File: src/hw/pcsa_consts.vh
// Constants for the program counter, return stack and indirect addressing block
// Assumes inclusion by bare name from the design files
`ifndef PCSA_CONSTS_VH
`define PCSA_CONSTS_VH
// ========================================
// Widths
`define PCSA_PC_W 13
`define PCSA_LO_W 8
`define PCSA_HI_W 5
`define PCSA_JMP_W 11
`define PCSA_PG_W 2
`define PCSA_DADDR_W 9
`define PCSA_SP_W 3
`define PCSA_DEPTH 8
// ========================================
// Data addresses (low seven bits, bank-independent)
`define PCSA_ADDR_INDIRECT 7'h00
`define PCSA_ADDR_PCL 7'h02
`define PCSA_ADDR_STATUS 7'h03
`define PCSA_ADDR_FSR 7'h04
`define PCSA_ADDR_PC_HIGH_LATCH 7'h0A
// ========================================
// Field positions and reset values
`define PCSA_STATUS_BANKHI 7
`define PCSA_PC_RST 13'h0000
`define PCSA_BYTE_RST 8'h00
`define PCSA_ZERO_BYTE 8'h00
`define PCSA_VECTOR 13'h0004
`endif

File: src/hw/pcsa_stack.v
// Circular return stack for the program counter
// Assumes push and pop never come in the same cycle as reset
`timescale 1ns/10ps
`include "pcsa_consts.vh"
module pcsa_stack #(
  parameter WIDTH = `PCSA_PC_W,
  parameter DEPTH = `PCSA_DEPTH,
  parameter SPW = `PCSA_SP_W
) (
  input wire core_clk_i,
  input wire rst_i,
  input wire push_i,
  input wire pop_i,
  input wire [WIDTH-1:0] push_data_i,
  output wire [WIDTH-1:0] top_o
);
  // ========================================
  // Storage, kept apart from all memories
  reg [WIDTH-1:0] mem_q [0:DEPTH-1]; // Entries
  reg [SPW-1:0] sp_q; // Hidden pointer, no software path
  wire [SPW-1:0] sp_dec;
  assign sp_dec = sp_q - {{(SPW-1){1'b0}}, 1'b1};
  // Top entry for pop
  assign top_o = mem_q[sp_dec];
  // Pointer wraps freely, no overflow flags
  always @(posedge core_clk_i) begin
    if (rst_i) begin
      sp_q <= {SPW{1'b0}};
    end else if (push_i) begin
      mem_q[sp_q] <= push_data_i; // Ninth push hits first slot
      sp_q <= sp_q + {{(SPW-1){1'b0}}, 1'b1};
    end else if (pop_i) begin
      sp_q <= sp_dec;
    end
  end
endmodule

File: src/hw/pcsa_core.v
// Program counter, paging, return stack and indirect data addressing
// Assumes a decoder giving one-cycle strobes per executed instruction
//
// Operation
// - Program counter is thirteen bits wide
// - Low counter byte is readable writable register
// - Upper counter bits only via high latch
// - Any reset clears upper counter bits
// - Low byte write loads latch bits 4:0
// - Call/goto take top bits from latch 4:3
// - Call/goto give lower eleven bits directly
// - Eight K space split into four pages
// - Eight entry thirteen bit separate stack
// - Stack pointer hidden from software
// - Push on call and interrupt vectoring
// - Pop on return, literal, interrupt returns
// - Return restores full counter from stack
// - Push and pop leave latch unchanged
// - Stack wraps, overwriting oldest entry
// - No overflow or underflow status flag
// - Indirect port address has no storage
// - Indirect port accesses pointer's register
// - Pointer zero indirect read gives zero
// - Indirect write to port stores nothing
// - Bank bit above pointer forms address
`timescale 1ns/10ps
`include "pcsa_consts.vh"
module pcsa_core #(
  parameter PC_W = `PCSA_PC_W
) (
  input wire core_clk_i,
  input wire rst_i,
  // Sequencing strobes from the decoder
  input wire step_i,
  input wire goto_i,
  input wire call_i,
  input wire ret_i,
  input wire irq_vec_i,
  input wire [`PCSA_JMP_W-1:0] jump_addr_i,
  // Register bus
  input wire [`PCSA_DADDR_W-1:0] addr_i,
  input wire [`PCSA_LO_W-1:0] wdata_i,
  input wire wr_i,
  input wire rd_i,
  output reg [`PCSA_LO_W-1:0] rdata_o,
  // Effective data access toward file memory
  input wire [`PCSA_LO_W-1:0] file_rdata_i,
  output wire [`PCSA_DADDR_W-1:0] file_addr_o,
  output wire file_wr_o,
  output wire file_rd_o,
  output wire [`PCSA_LO_W-1:0] file_wdata_o,
  // Program fetch address and page
  output wire [PC_W-1:0] pc_o,
  output wire [`PCSA_PG_W-1:0] page_o
);
  // ========================================
  // State
  reg [PC_W-1:0] pc_q; // Counter
  reg [PC_W-1:0] pc_d;
  reg [`PCSA_LO_W-1:0] latch_q; // pc_high_latch
  reg [`PCSA_LO_W-1:0] fsr_q; // file_select_pointer
  reg bank_hi_q; // bank_select_high_bit
  wire [PC_W-1:0] stack_top;
  wire stk_push;
  wire stk_pop;
  // Bank-independent decode of a special address
  function is_reg;
    input [`PCSA_DADDR_W-1:0] a;
    input [6:0] r;
    begin
      is_reg = (a[6:0] == r);
    end
  endfunction
  // ========================================
  // Indirect addressing
  wire ind_sel;
  wire [`PCSA_DADDR_W-1:0] eff_addr;
  wire ind_self;
  assign ind_sel = is_reg(addr_i, `PCSA_ADDR_INDIRECT); // No storage here
  // Bank bit on top of pointer
  assign eff_addr = ind_sel ? {bank_hi_q, fsr_q} : addr_i;
  assign ind_self = ind_sel && is_reg(eff_addr, `PCSA_ADDR_INDIRECT);
  wire eff_pcl;
  wire eff_fsr;
  wire eff_lat;
  wire eff_sta;
  wire eff_local;
  assign eff_pcl = is_reg(eff_addr, `PCSA_ADDR_PCL) && !ind_self;
  assign eff_fsr = is_reg(eff_addr, `PCSA_ADDR_FSR) && !ind_self;
  assign eff_lat = is_reg(eff_addr, `PCSA_ADDR_PC_HIGH_LATCH) && !ind_self;
  assign eff_sta = is_reg(eff_addr, `PCSA_ADDR_STATUS) && !ind_self;
  assign eff_local = eff_pcl || eff_fsr || eff_lat || eff_sta || ind_self;
  // File memory strobes, suppressed for local and self-indirect
  assign file_addr_o = eff_addr;
  assign file_wr_o = wr_i && !eff_local;
  assign file_rd_o = rd_i && !eff_local;
  assign file_wdata_o = wdata_i;
  // ========================================
  // Read data, one cycle after the strobe
  always @(posedge core_clk_i) begin
    if (rst_i) begin
      rdata_o <= `PCSA_BYTE_RST;
    end else if (rd_i) begin
      if (ind_self) begin
        rdata_o <= `PCSA_ZERO_BYTE; // Pointer zero reads zero
      end else if (eff_pcl) begin
        rdata_o <= pc_q[`PCSA_LO_W-1:0]; // Low byte only
      end else if (eff_fsr) begin
        rdata_o <= fsr_q;
      end else if (eff_lat) begin
        rdata_o <= latch_q;
      end else if (eff_sta) begin
        rdata_o <= {bank_hi_q, 7'h00};
      end else begin
        rdata_o <= file_rdata_i;
      end
    end else begin
      rdata_o <= `PCSA_BYTE_RST;
    end
  end
  // ========================================
  // Pointer, latch and bank bit writes
  always @(posedge core_clk_i) begin
    if (rst_i) begin
      latch_q <= `PCSA_BYTE_RST;
      fsr_q <= `PCSA_BYTE_RST;
      bank_hi_q <= 1'b0;
    end else if (wr_i) begin
      // Latch changes only by writes, not stack moves
      if (eff_lat) begin
        latch_q <= {3'h0, wdata_i[`PCSA_HI_W-1:0]};
      end
      if (eff_fsr) begin
        fsr_q <= wdata_i;
      end
      if (eff_sta) begin
        bank_hi_q <= wdata_i[`PCSA_STATUS_BANKHI];
      end
    end
  end
  // ========================================
  // Next counter value, priority: vector, return, branch, low write, step
  // A return outranks a call in the same cycle, so no push then
  assign stk_push = irq_vec_i || (call_i && !ret_i);
  assign stk_pop = ret_i && !irq_vec_i;
  always @* begin
    pc_d = pc_q;
    if (irq_vec_i) begin
      pc_d = `PCSA_VECTOR;
    end else if (ret_i) begin
      pc_d = stack_top; // Full width, latch ignored
    end else if (goto_i || call_i) begin
      // Page from latch 4:3, offset from instruction
      pc_d = {latch_q[`PCSA_HI_W-1:`PCSA_HI_W-`PCSA_PG_W], jump_addr_i};
    end else if (wr_i && eff_pcl) begin
      // Upper bits from latch, no carry from the sum
      pc_d = {latch_q[`PCSA_HI_W-1:0], wdata_i};
    end else if (step_i) begin
      pc_d = pc_q + {{(PC_W-1){1'b0}}, 1'b1};
    end
  end
  // Counter register, cleared by every reset
  always @(posedge core_clk_i) begin
    if (rst_i) begin
      pc_q <= `PCSA_PC_RST;
    end else begin
      pc_q <= pc_d;
    end
  end
  // Return address: next instruction for call, current one for interrupt
  wire [PC_W-1:0] ret_addr;
  assign ret_addr = irq_vec_i ? pc_q : pc_q + {{(PC_W-1){1'b0}}, 1'b1};
  // ========================================
  // Return stack
  pcsa_stack #(
    .WIDTH(PC_W),
    .DEPTH(`PCSA_DEPTH),
    .SPW(`PCSA_SP_W)
  ) u_stack (
    .core_clk_i(core_clk_i),
    .rst_i(rst_i),
    .push_i(stk_push),
    .pop_i(stk_pop),
    .push_data_i(ret_addr),
    .top_o(stack_top)
  );
  assign pc_o = pc_q;
  assign page_o = pc_q[PC_W-1:PC_W-`PCSA_PG_W]; // Four pages
endmodule

File: config.mk
export PLATFORM = sky130hd
export DESIGN_NAME = pcsa_core
export DESIGN_NICKNAME = d
export VERILOG_FILES = /design/src/hw/pcsa_stack.v /design/src/hw/pcsa_core.v
export VERILOG_INCLUDE_DIRS = /design/src /design/src/hw
export SDC_FILE = /design/constraint.sdc
export NUM_CORES = 1
export LEC_CHECK = 0
export BUFFER_PORTS_ARGS = -buffer_cell sky130_fd_sc_hd__buf_2
export CAP_MARGIN = 20
export CELL_PAD_IN_SITES_DETAIL_PLACEMENT = 1
export CELL_PAD_IN_SITES_GLOBAL_PLACEMENT = 2
export CORE_MARGIN = 3
export CORE_UTILIZATION = 35
export DETAILED_ROUTE_END_ITERATION = 8
export GPL_ROUTABILITY_DRIVEN = 0
export MAX_ROUTING_LAYER = met4
export PLACE_DENSITY_LB_ADDON = 0.12
export RECOVER_POWER = 25
export SYNTH_ARGS = -nofsm -noshare
export SYNTH_HDL_FRONTEND = slang
export SYNTH_HIERARCHICAL = 1
export SYNTH_SLANG_ARGS = --single-unit
File: constraint.sdc
create_clock -name core_clk_i -period 3.25 [get_ports core_clk_i]
set_clock_uncertainty 0.05 [all_clocks]
set_input_delay 0.4875 -clock core_clk_i [delete_from_list [all_inputs] [get_ports core_clk_i]]
set_output_delay 0.4875 -clock core_clk_i [all_outputs]
set_load 0.1 [all_outputs]
Word level (Yosys, flattened, before mapping)
Memories as Yosys holds them, arrays and structs flattened.
Index checks and enable logic that the tools add are counted.

word-level totals
  flip-flop bits (word level) = 38
  latch bits = 0
  RAM bits = 104
  ROM bits = 0
  input bits = 45
  output and inout port bits = 42
  word-level logic and storage cells = 62
  memories = 1

memory list
  name           depth  bits a word  rd ports  clocked after memory_dff  wr ports  line             source
  u_stack.mem_q  8      13           1         0                         1         pcsa_stack.v:19  reg [WIDTH-1:0] mem_q [0:DEPTH-1];

cells by class
  add/subtract/negate cells = 3
  multipliers = 0
  divide/modulo/power cells = 0
  order comparisons = 0
  equal/unequal tests = 4
  shift-type cells = 0
  muxes and demuxes = 16
  bitwise operators = 1
  reduce and logical (&&, ||, !) cells = 30

operators with widths
  kind                                               count
  two-way mux 13 bit                                 5
  two-way mux 8 bit                                  4
  == test 7 x 2 -> 1 bit (second input constant)     2
  logical NOT 7 bit                                  2
  adder 13 x 1 -> 13 bit (second input constant)     1
  logical AND 1 bit                                  10
  two-way mux 3 bit                                  3
  two-way mux 9 bit                                  1
  == test 7 x 3 -> 1 bit (second input constant)     1
  == test 7 x 4 -> 1 bit (second input constant)     1
  logical OR 1 bit                                   6
  AND reduction 2 bit                                3
  nonzero test 5 bit                                 1
  logical NOT 1 bit                                  4
  nonzero test 4 bit                                 1
  adder 3 x 1 -> 3 bit (second input constant)       1
  two-way mux 1 bit                                  3
  OR reduction 3 bit                                 1
  subtractor 3 x 1 -> 3 bit (second input constant)  1
  nonzero test 2 bit                                 1
  OR reduction 2 bit                                 1
  inverter 1 bit                                     1

Longest topological paths before layout
  depth in word-level cells = 12
  mapped depth = 13
  mapped depth without buffers = 9

By module
Netlist, hierarchy kept.

by module, submodules not included
  module      instances  cells each  area each (sq um)  seq. area each (sq um)
  pcsa_stack  1          272         4352.9             3183.1
  pcsa_core   1          350         2801.4             700.7

Worst setup path after synthesis
Ideal clock, no wire load.

  kind = register to register
  start = register pc_q[3], in the netlist pc_o[3]
  end = memory u_stack/mem_q[0][10] in the netlist's numbering (data pin)
  setup time = 0.236 ns
  arrival time = 2.639 ns
  required time = 2.964 ns
  setup slack = 0.325 ns
  cell stages (with the launch flop) = 8
  path buffers = 2
  period minus slack after synthesis = 2.925 ns
  path through = dfxtp_1 > clkbuf_1 > and4_1 > clkbuf_1 > nand2_1 > nor3_1 > nand3_1 > xnor2_1

between the ends
  cells in the longest elaborated chain, start to end = 2

RTL lines
  element                 line             source
  from (decl)             pcsa_core.v:58   reg [PC_W-1:0] pc_q;
  from (signal assigned)  pcsa_core.v:165  pc_q <= `PCSA_PC_RST;
  from (signal assigned)  pcsa_core.v:167  pc_q <= pc_d;
  adder 13 x 1 -> 13 bit  pcsa_core.v:172  assign ret_addr = irq_vec_i ? pc_q : pc_q + {{(PC_W-1){1'b0}}, 1'b1};
  two-way mux 13 bit      pcsa_core.v:172
  named net ret_addr[10]  pcsa_core.v:171  wire [PC_W-1:0] ret_addr;
  to (decl)               pcsa_stack.v:19

The timed path passes the listed nets, and every way through them passes these cells.

Worst setup path after layout
  start = register fsr_q[3]
  end = output port file_rd_o

between the ends
  cells in the longest elaborated chain, start to end = 11
  elaborated cells between the ends (all ways) = 18
  those cells by class = eq/ne: 4; mux: 1; reduce/logical: 13

RTL lines
  element                                      line                            source
  from (decl)                                  pcsa_core.v:61                  reg [`PCSA_LO_W-1:0] fsr_q;
  from (signal assigned)                       pcsa_core.v:126                 fsr_q <= `PCSA_BYTE_RST;
  from (signal assigned)                       pcsa_core.v:134                 fsr_q <= wdata_i;
  two-way mux 9 bit *                          pcsa_core.v:81                  assign eff_addr = ind_sel ? {bank_hi_q, fsr_q} : addr_i;
  logical NOT 7 bit                            pcsa_core.v:71                  is_reg = (a[6:0] == r);
  logical AND 1 bit                            pcsa_core.v:82                  assign ind_self = ind_sel && is_reg(eff_addr, `PCSA_ADDR_INDIRECT);
  logical NOT 1 bit                            -
  logical AND 1 bit, on equally long branches  pcsa_core.v:88, pcsa_core.v:89
  logical OR 1 bit (3 in series)               pcsa_core.v:92                  assign eff_local = eff_pcl || eff_fsr || eff_lat || eff_sta || ind_self;
  logical OR 1 bit *                           pcsa_core.v:92
  logical NOT 1 bit *                          pcsa_core.v:96                  assign file_rd_o = rd_i && !eff_local;
  logical AND 1 bit *                          pcsa_core.v:96
  to (decl)                                    pcsa_core.v:50                  output wire file_rd_o,

Mark *: on every way between the ends. The rest lies on a longest branch, timed or not.

==> implementation parameters <==
Parameter                              Value

Route
  Vias per inst ... 5.542
  Violation count after the first detailed-routing iteration ... 305
  Via count ... 5,442
  Post-DRT Antenna Nets ... 0
  Count of unresolved DRC violations after routing ... 0
  Wire length per cell after detailed routing ... 22.36 um
  Post-Route WL ... 21.96 mm
  First-pass detailed-route iteration total ... 4

STA
  Peak Freq ... 336.9 MHz
  Worst Tran Pin Value ... 1183 ps
  Max Slew Vio Count ... 0
  Unrepaired setup endpoints after global routing ... false
  Number of failing setup endpoints in the final timing report ... 0
  Count of final hold-check violations ... 0
  Minimum clock period ... 2969 ps
  Max_slew headroom ... 21.47%
  Portion of the clock cycle consumed by the worst path in the final layout ... 91.34%
  Sum Neg Setup Slack ... 0 ps

Setup path
  Startpoint type of the worst setup path ... register
  Arrival @ worst endpoint ... 2430 ps
  Kind of end point of the critical path ... primary output
  Critical-path maximum fanout ... 6
  Data required time of the critical path ... 2710 ps
  Type of the worst setup path ... register to primary output

Global routing
  Vias in the first global route ... 5,634
  Initial antenna violation count ... 0
  Pin count of the biggest net entering global routing ... 53
  GRT Total Usage ... 20.83%
  First-pass GRT wire length ... 33.41 mm
  Total grt overflow ... 0

Logic synthesis
  Post-Synthesis Net Count ... 670
  Cell Area, Synth ... 0.007154 mm2
  Portion of the post-synthesis area used by sequential elements ... 54.28%
  Synthesized area per cell ... 11.50 um2
  Count of state elements after synthesis ... 142
  Async SR Flop Fraction ... 0%
  Number of cells produced by synthesis ... 622
  Cell type with the highest aggregate area in the netlist ... sky130_fd_sc_hd__edfxtp_1
  Area share of xor/xnor cells in the synthesized design ... 3.393%
  Most common library cells after synthesis ... sky130_fd_sc_hd__edfxtp_1, sky130_fd_sc_hd__nand3_1, sky130_fd_sc_hd__mux2i_1, sky130_fd_sc_hd__dfxtp_1, sky130_fd_sc_hd__nor2_1
  Main combinational cell family by area after synthesis ... simple AND/OR/NAND/NOR gates
  Area share of fa/ha/maj cells after synthesis ... 0.5247%
  Mux cell area share after synthesis ... 9.426%
  Post-synth top area share ... 43.65%
  Compound-gate portion of the synthesized area ... 10.81%
  Library cell with the highest instance count after synthesis ... sky130_fd_sc_hd__edfxtp_1
  Area share of and/or/nand/nor cells after synthesis ... 16.61%
  Count of flip-flops with a built-in enable after synthesis ... 104
  Primary flip-flop cell chosen by synthesis mapping ... sky130_fd_sc_hd__edfxtp_1
  Unique masters post-synth ... 73
  Number of warnings issued by yosys ... 6
  Largest cells by area after synthesis ... sky130_fd_sc_hd__edfxtp_1, sky130_fd_sc_hd__dfxtp_1, sky130_fd_sc_hd__mux2i_1

Power
  P per Cell Area ... 599.2 mW/mm2
  Maximum vdd drop ... 0.3198 mV
  Leakage ... 2.987 nW

Status
  Status ... completed

Clocking
  CTS Sinks ... 142
  Total clock buffers created by CTS ... 17
  Source-to-sink clock delay at the later pin of the worst-skew pair ... 430 ps
  Count of hold-fix buffers inserted at cts ... 0
  Post-cts repair resize count ... 0
  Clock Pin Slew Worst Setup and Hold Paths ... 60 ps
  Cell at the root of the clock tree ... sky130_fd_sc_hd__clkbuf_16
  H-tree level count ... 4
  TritonCTS clock tree ... built
  Buffer levels on the longest clock path ... 2
  Setup Buffers After CTS ... 0

Worst hold path
  Path category of the worst min-delay check ... primary input to register

Die
  Horiz. Die Dim ... 149.0 um
  Std-Cell Rows ... 51
  Total die area ... 0.02219 mm2
  Die H ... 149.0 um
  Initial Util ... 36.17%
  Area of the placeable core ... 0.01978 mm2
  Number of I/O pins ... 87

Job
  Max-capacitance violation count ... 0

Layout
  Final Cell Area ... 0.008394 mm2
  Total Nets Final ... 753
  Diodes inserted ... 0
  Layout cells sized above 1 ... 21.76%
  Final cell utilization of the core ... 42.44%
  Non-filler instance count after layout ... 982
  Area Overhead vs Synth ... 17.33%

Placement
  Number of cells in the design after placement ... 951
  I/O Buffers ... 86
  Detailed Place HPWL ... 15.50 mm
  Placed cell area ... 0.007869 mm2
-- cells in the final DEF, fill, tap and decap left out, types with 7 or more instances in the layout --
master	count
sky130_fd_sc_hd__mux2i_1	64
sky130_fd_sc_hd__dfxtp_1	38
sky130_fd_sc_hd__and4_1	19
sky130_fd_sc_hd__nor3_1	24
sky130_fd_sc_hd__a21o_1	9
sky130_fd_sc_hd__buf_2	67
sky130_fd_sc_hd__nand4_1	7
sky130_fd_sc_hd__a21oi_1	16
sky130_fd_sc_hd__inv_1	17
sky130_fd_sc_hd__buf_4	24
sky130_fd_sc_hd__xnor2_1	20
sky130_fd_sc_hd__edfxtp_1	104
sky130_fd_sc_hd__nand3_1	66
sky130_fd_sc_hd__nand2_1	22
sky130_fd_sc_hd__nor2_1	32
sky130_fd_sc_hd__clkbuf_1	24
sky130_fd_sc_hd__clkbuf_16	17
sky130_fd_sc_hd__o21ai_0	29
-- worst paths after layout --
| path | start | to | slack [ps] | cells after the start |
|---|---|---|---|---|
| setup / recovery | fsr_q[3] | file_rd_o | 280 | 6 |
| hold / removal | jump_addr_i[5] | pc_o[5] | 280 | 3 |
| setup reg to reg | pc_o[5] | u_stack/mem_q[2][11] | 800 | 5 |
| hold reg to reg | bank_hi_q | bank_hi_q | 460 | 2 |
-- per-layer routing --
metal	share of wire [%]	GRT usage (%)	up-vias
li1	-	-	2523
met1	47	28.48	2760
met2	46	31.12	131
met3	4.4	3.829	28
met4	2.2	7.735	0
met5	0	-	-
-- state kept, by name (all words and copies together), names as in the netlist --
register	count
bank_hi_q	1
latch_q	5
pc_o	13
fsr_q	8
u_stack/mem_q	104
rdata_o	8
u_stack/sp_q	3
-- layout make-up --
| class | count | area (um2) |
|---|---|---|
| Fill cell | 2177 | 11390 |
| Sequential cell | 142 | 3884 |
| Multi-Input combinational cell | 412 | 2924 |
| Timing Repair Buffer | 115 | 621.8 |
| Clock buffer | 18 | 429.2 |
| Tap cell | 265 | 331.6 |
| Clock inverter | 13 | 140.1 |
| Inverter | 17 | 63.81 |
-- power breakdown --
group / internal, W / total, W / switching [W]
registers: 0.00202 / 0.00207 / 0.0000414
clock network: 0.00113 / 0.00190 / 0.000773
logic: 0.000317 / 0.00106 / 0.000746
total: 0.00347 / 0.00503 / 0.00156
-- stage by stage --
step	total power [W]	hold slack (ps)	worst slack, ps
final	0.005030	280.8	281.3
after global routing	0.005232	289.9	145.9
after CTS	0.005085	265.5	266.9
after detailed placement	0.003189	441.5	349.8
after global placement	0.003168	439.1	411.1
after floorplan	0.002885	409.1	325.0
-- critical path, stage by stage (launching register included) --
cell and delay (ps):
sky130_fd_sc_hd__dfxtp_1 400, sky130_fd_sc_hd__or4_1 600, sky130_fd_sc_hd__o21ai_1 270, sky130_fd_sc_hd__and3_1 230, sky130_fd_sc_hd__nor2_1 50, sky130_fd_sc_hd__and4_1 170
sky130_fd_sc_hd__buf_2 290
-- logic make-up after synthesis --
family | Yosys count
adders and majority gates | 3
muxes | 67
buffers and inverters | 68
DFF | 142
and+or+nand+nor | 208
AOI/OAI and AO/OA | 108
xor gates and xnor gates | 26
No activity file was read; power rests on OpenSTA's default activity.
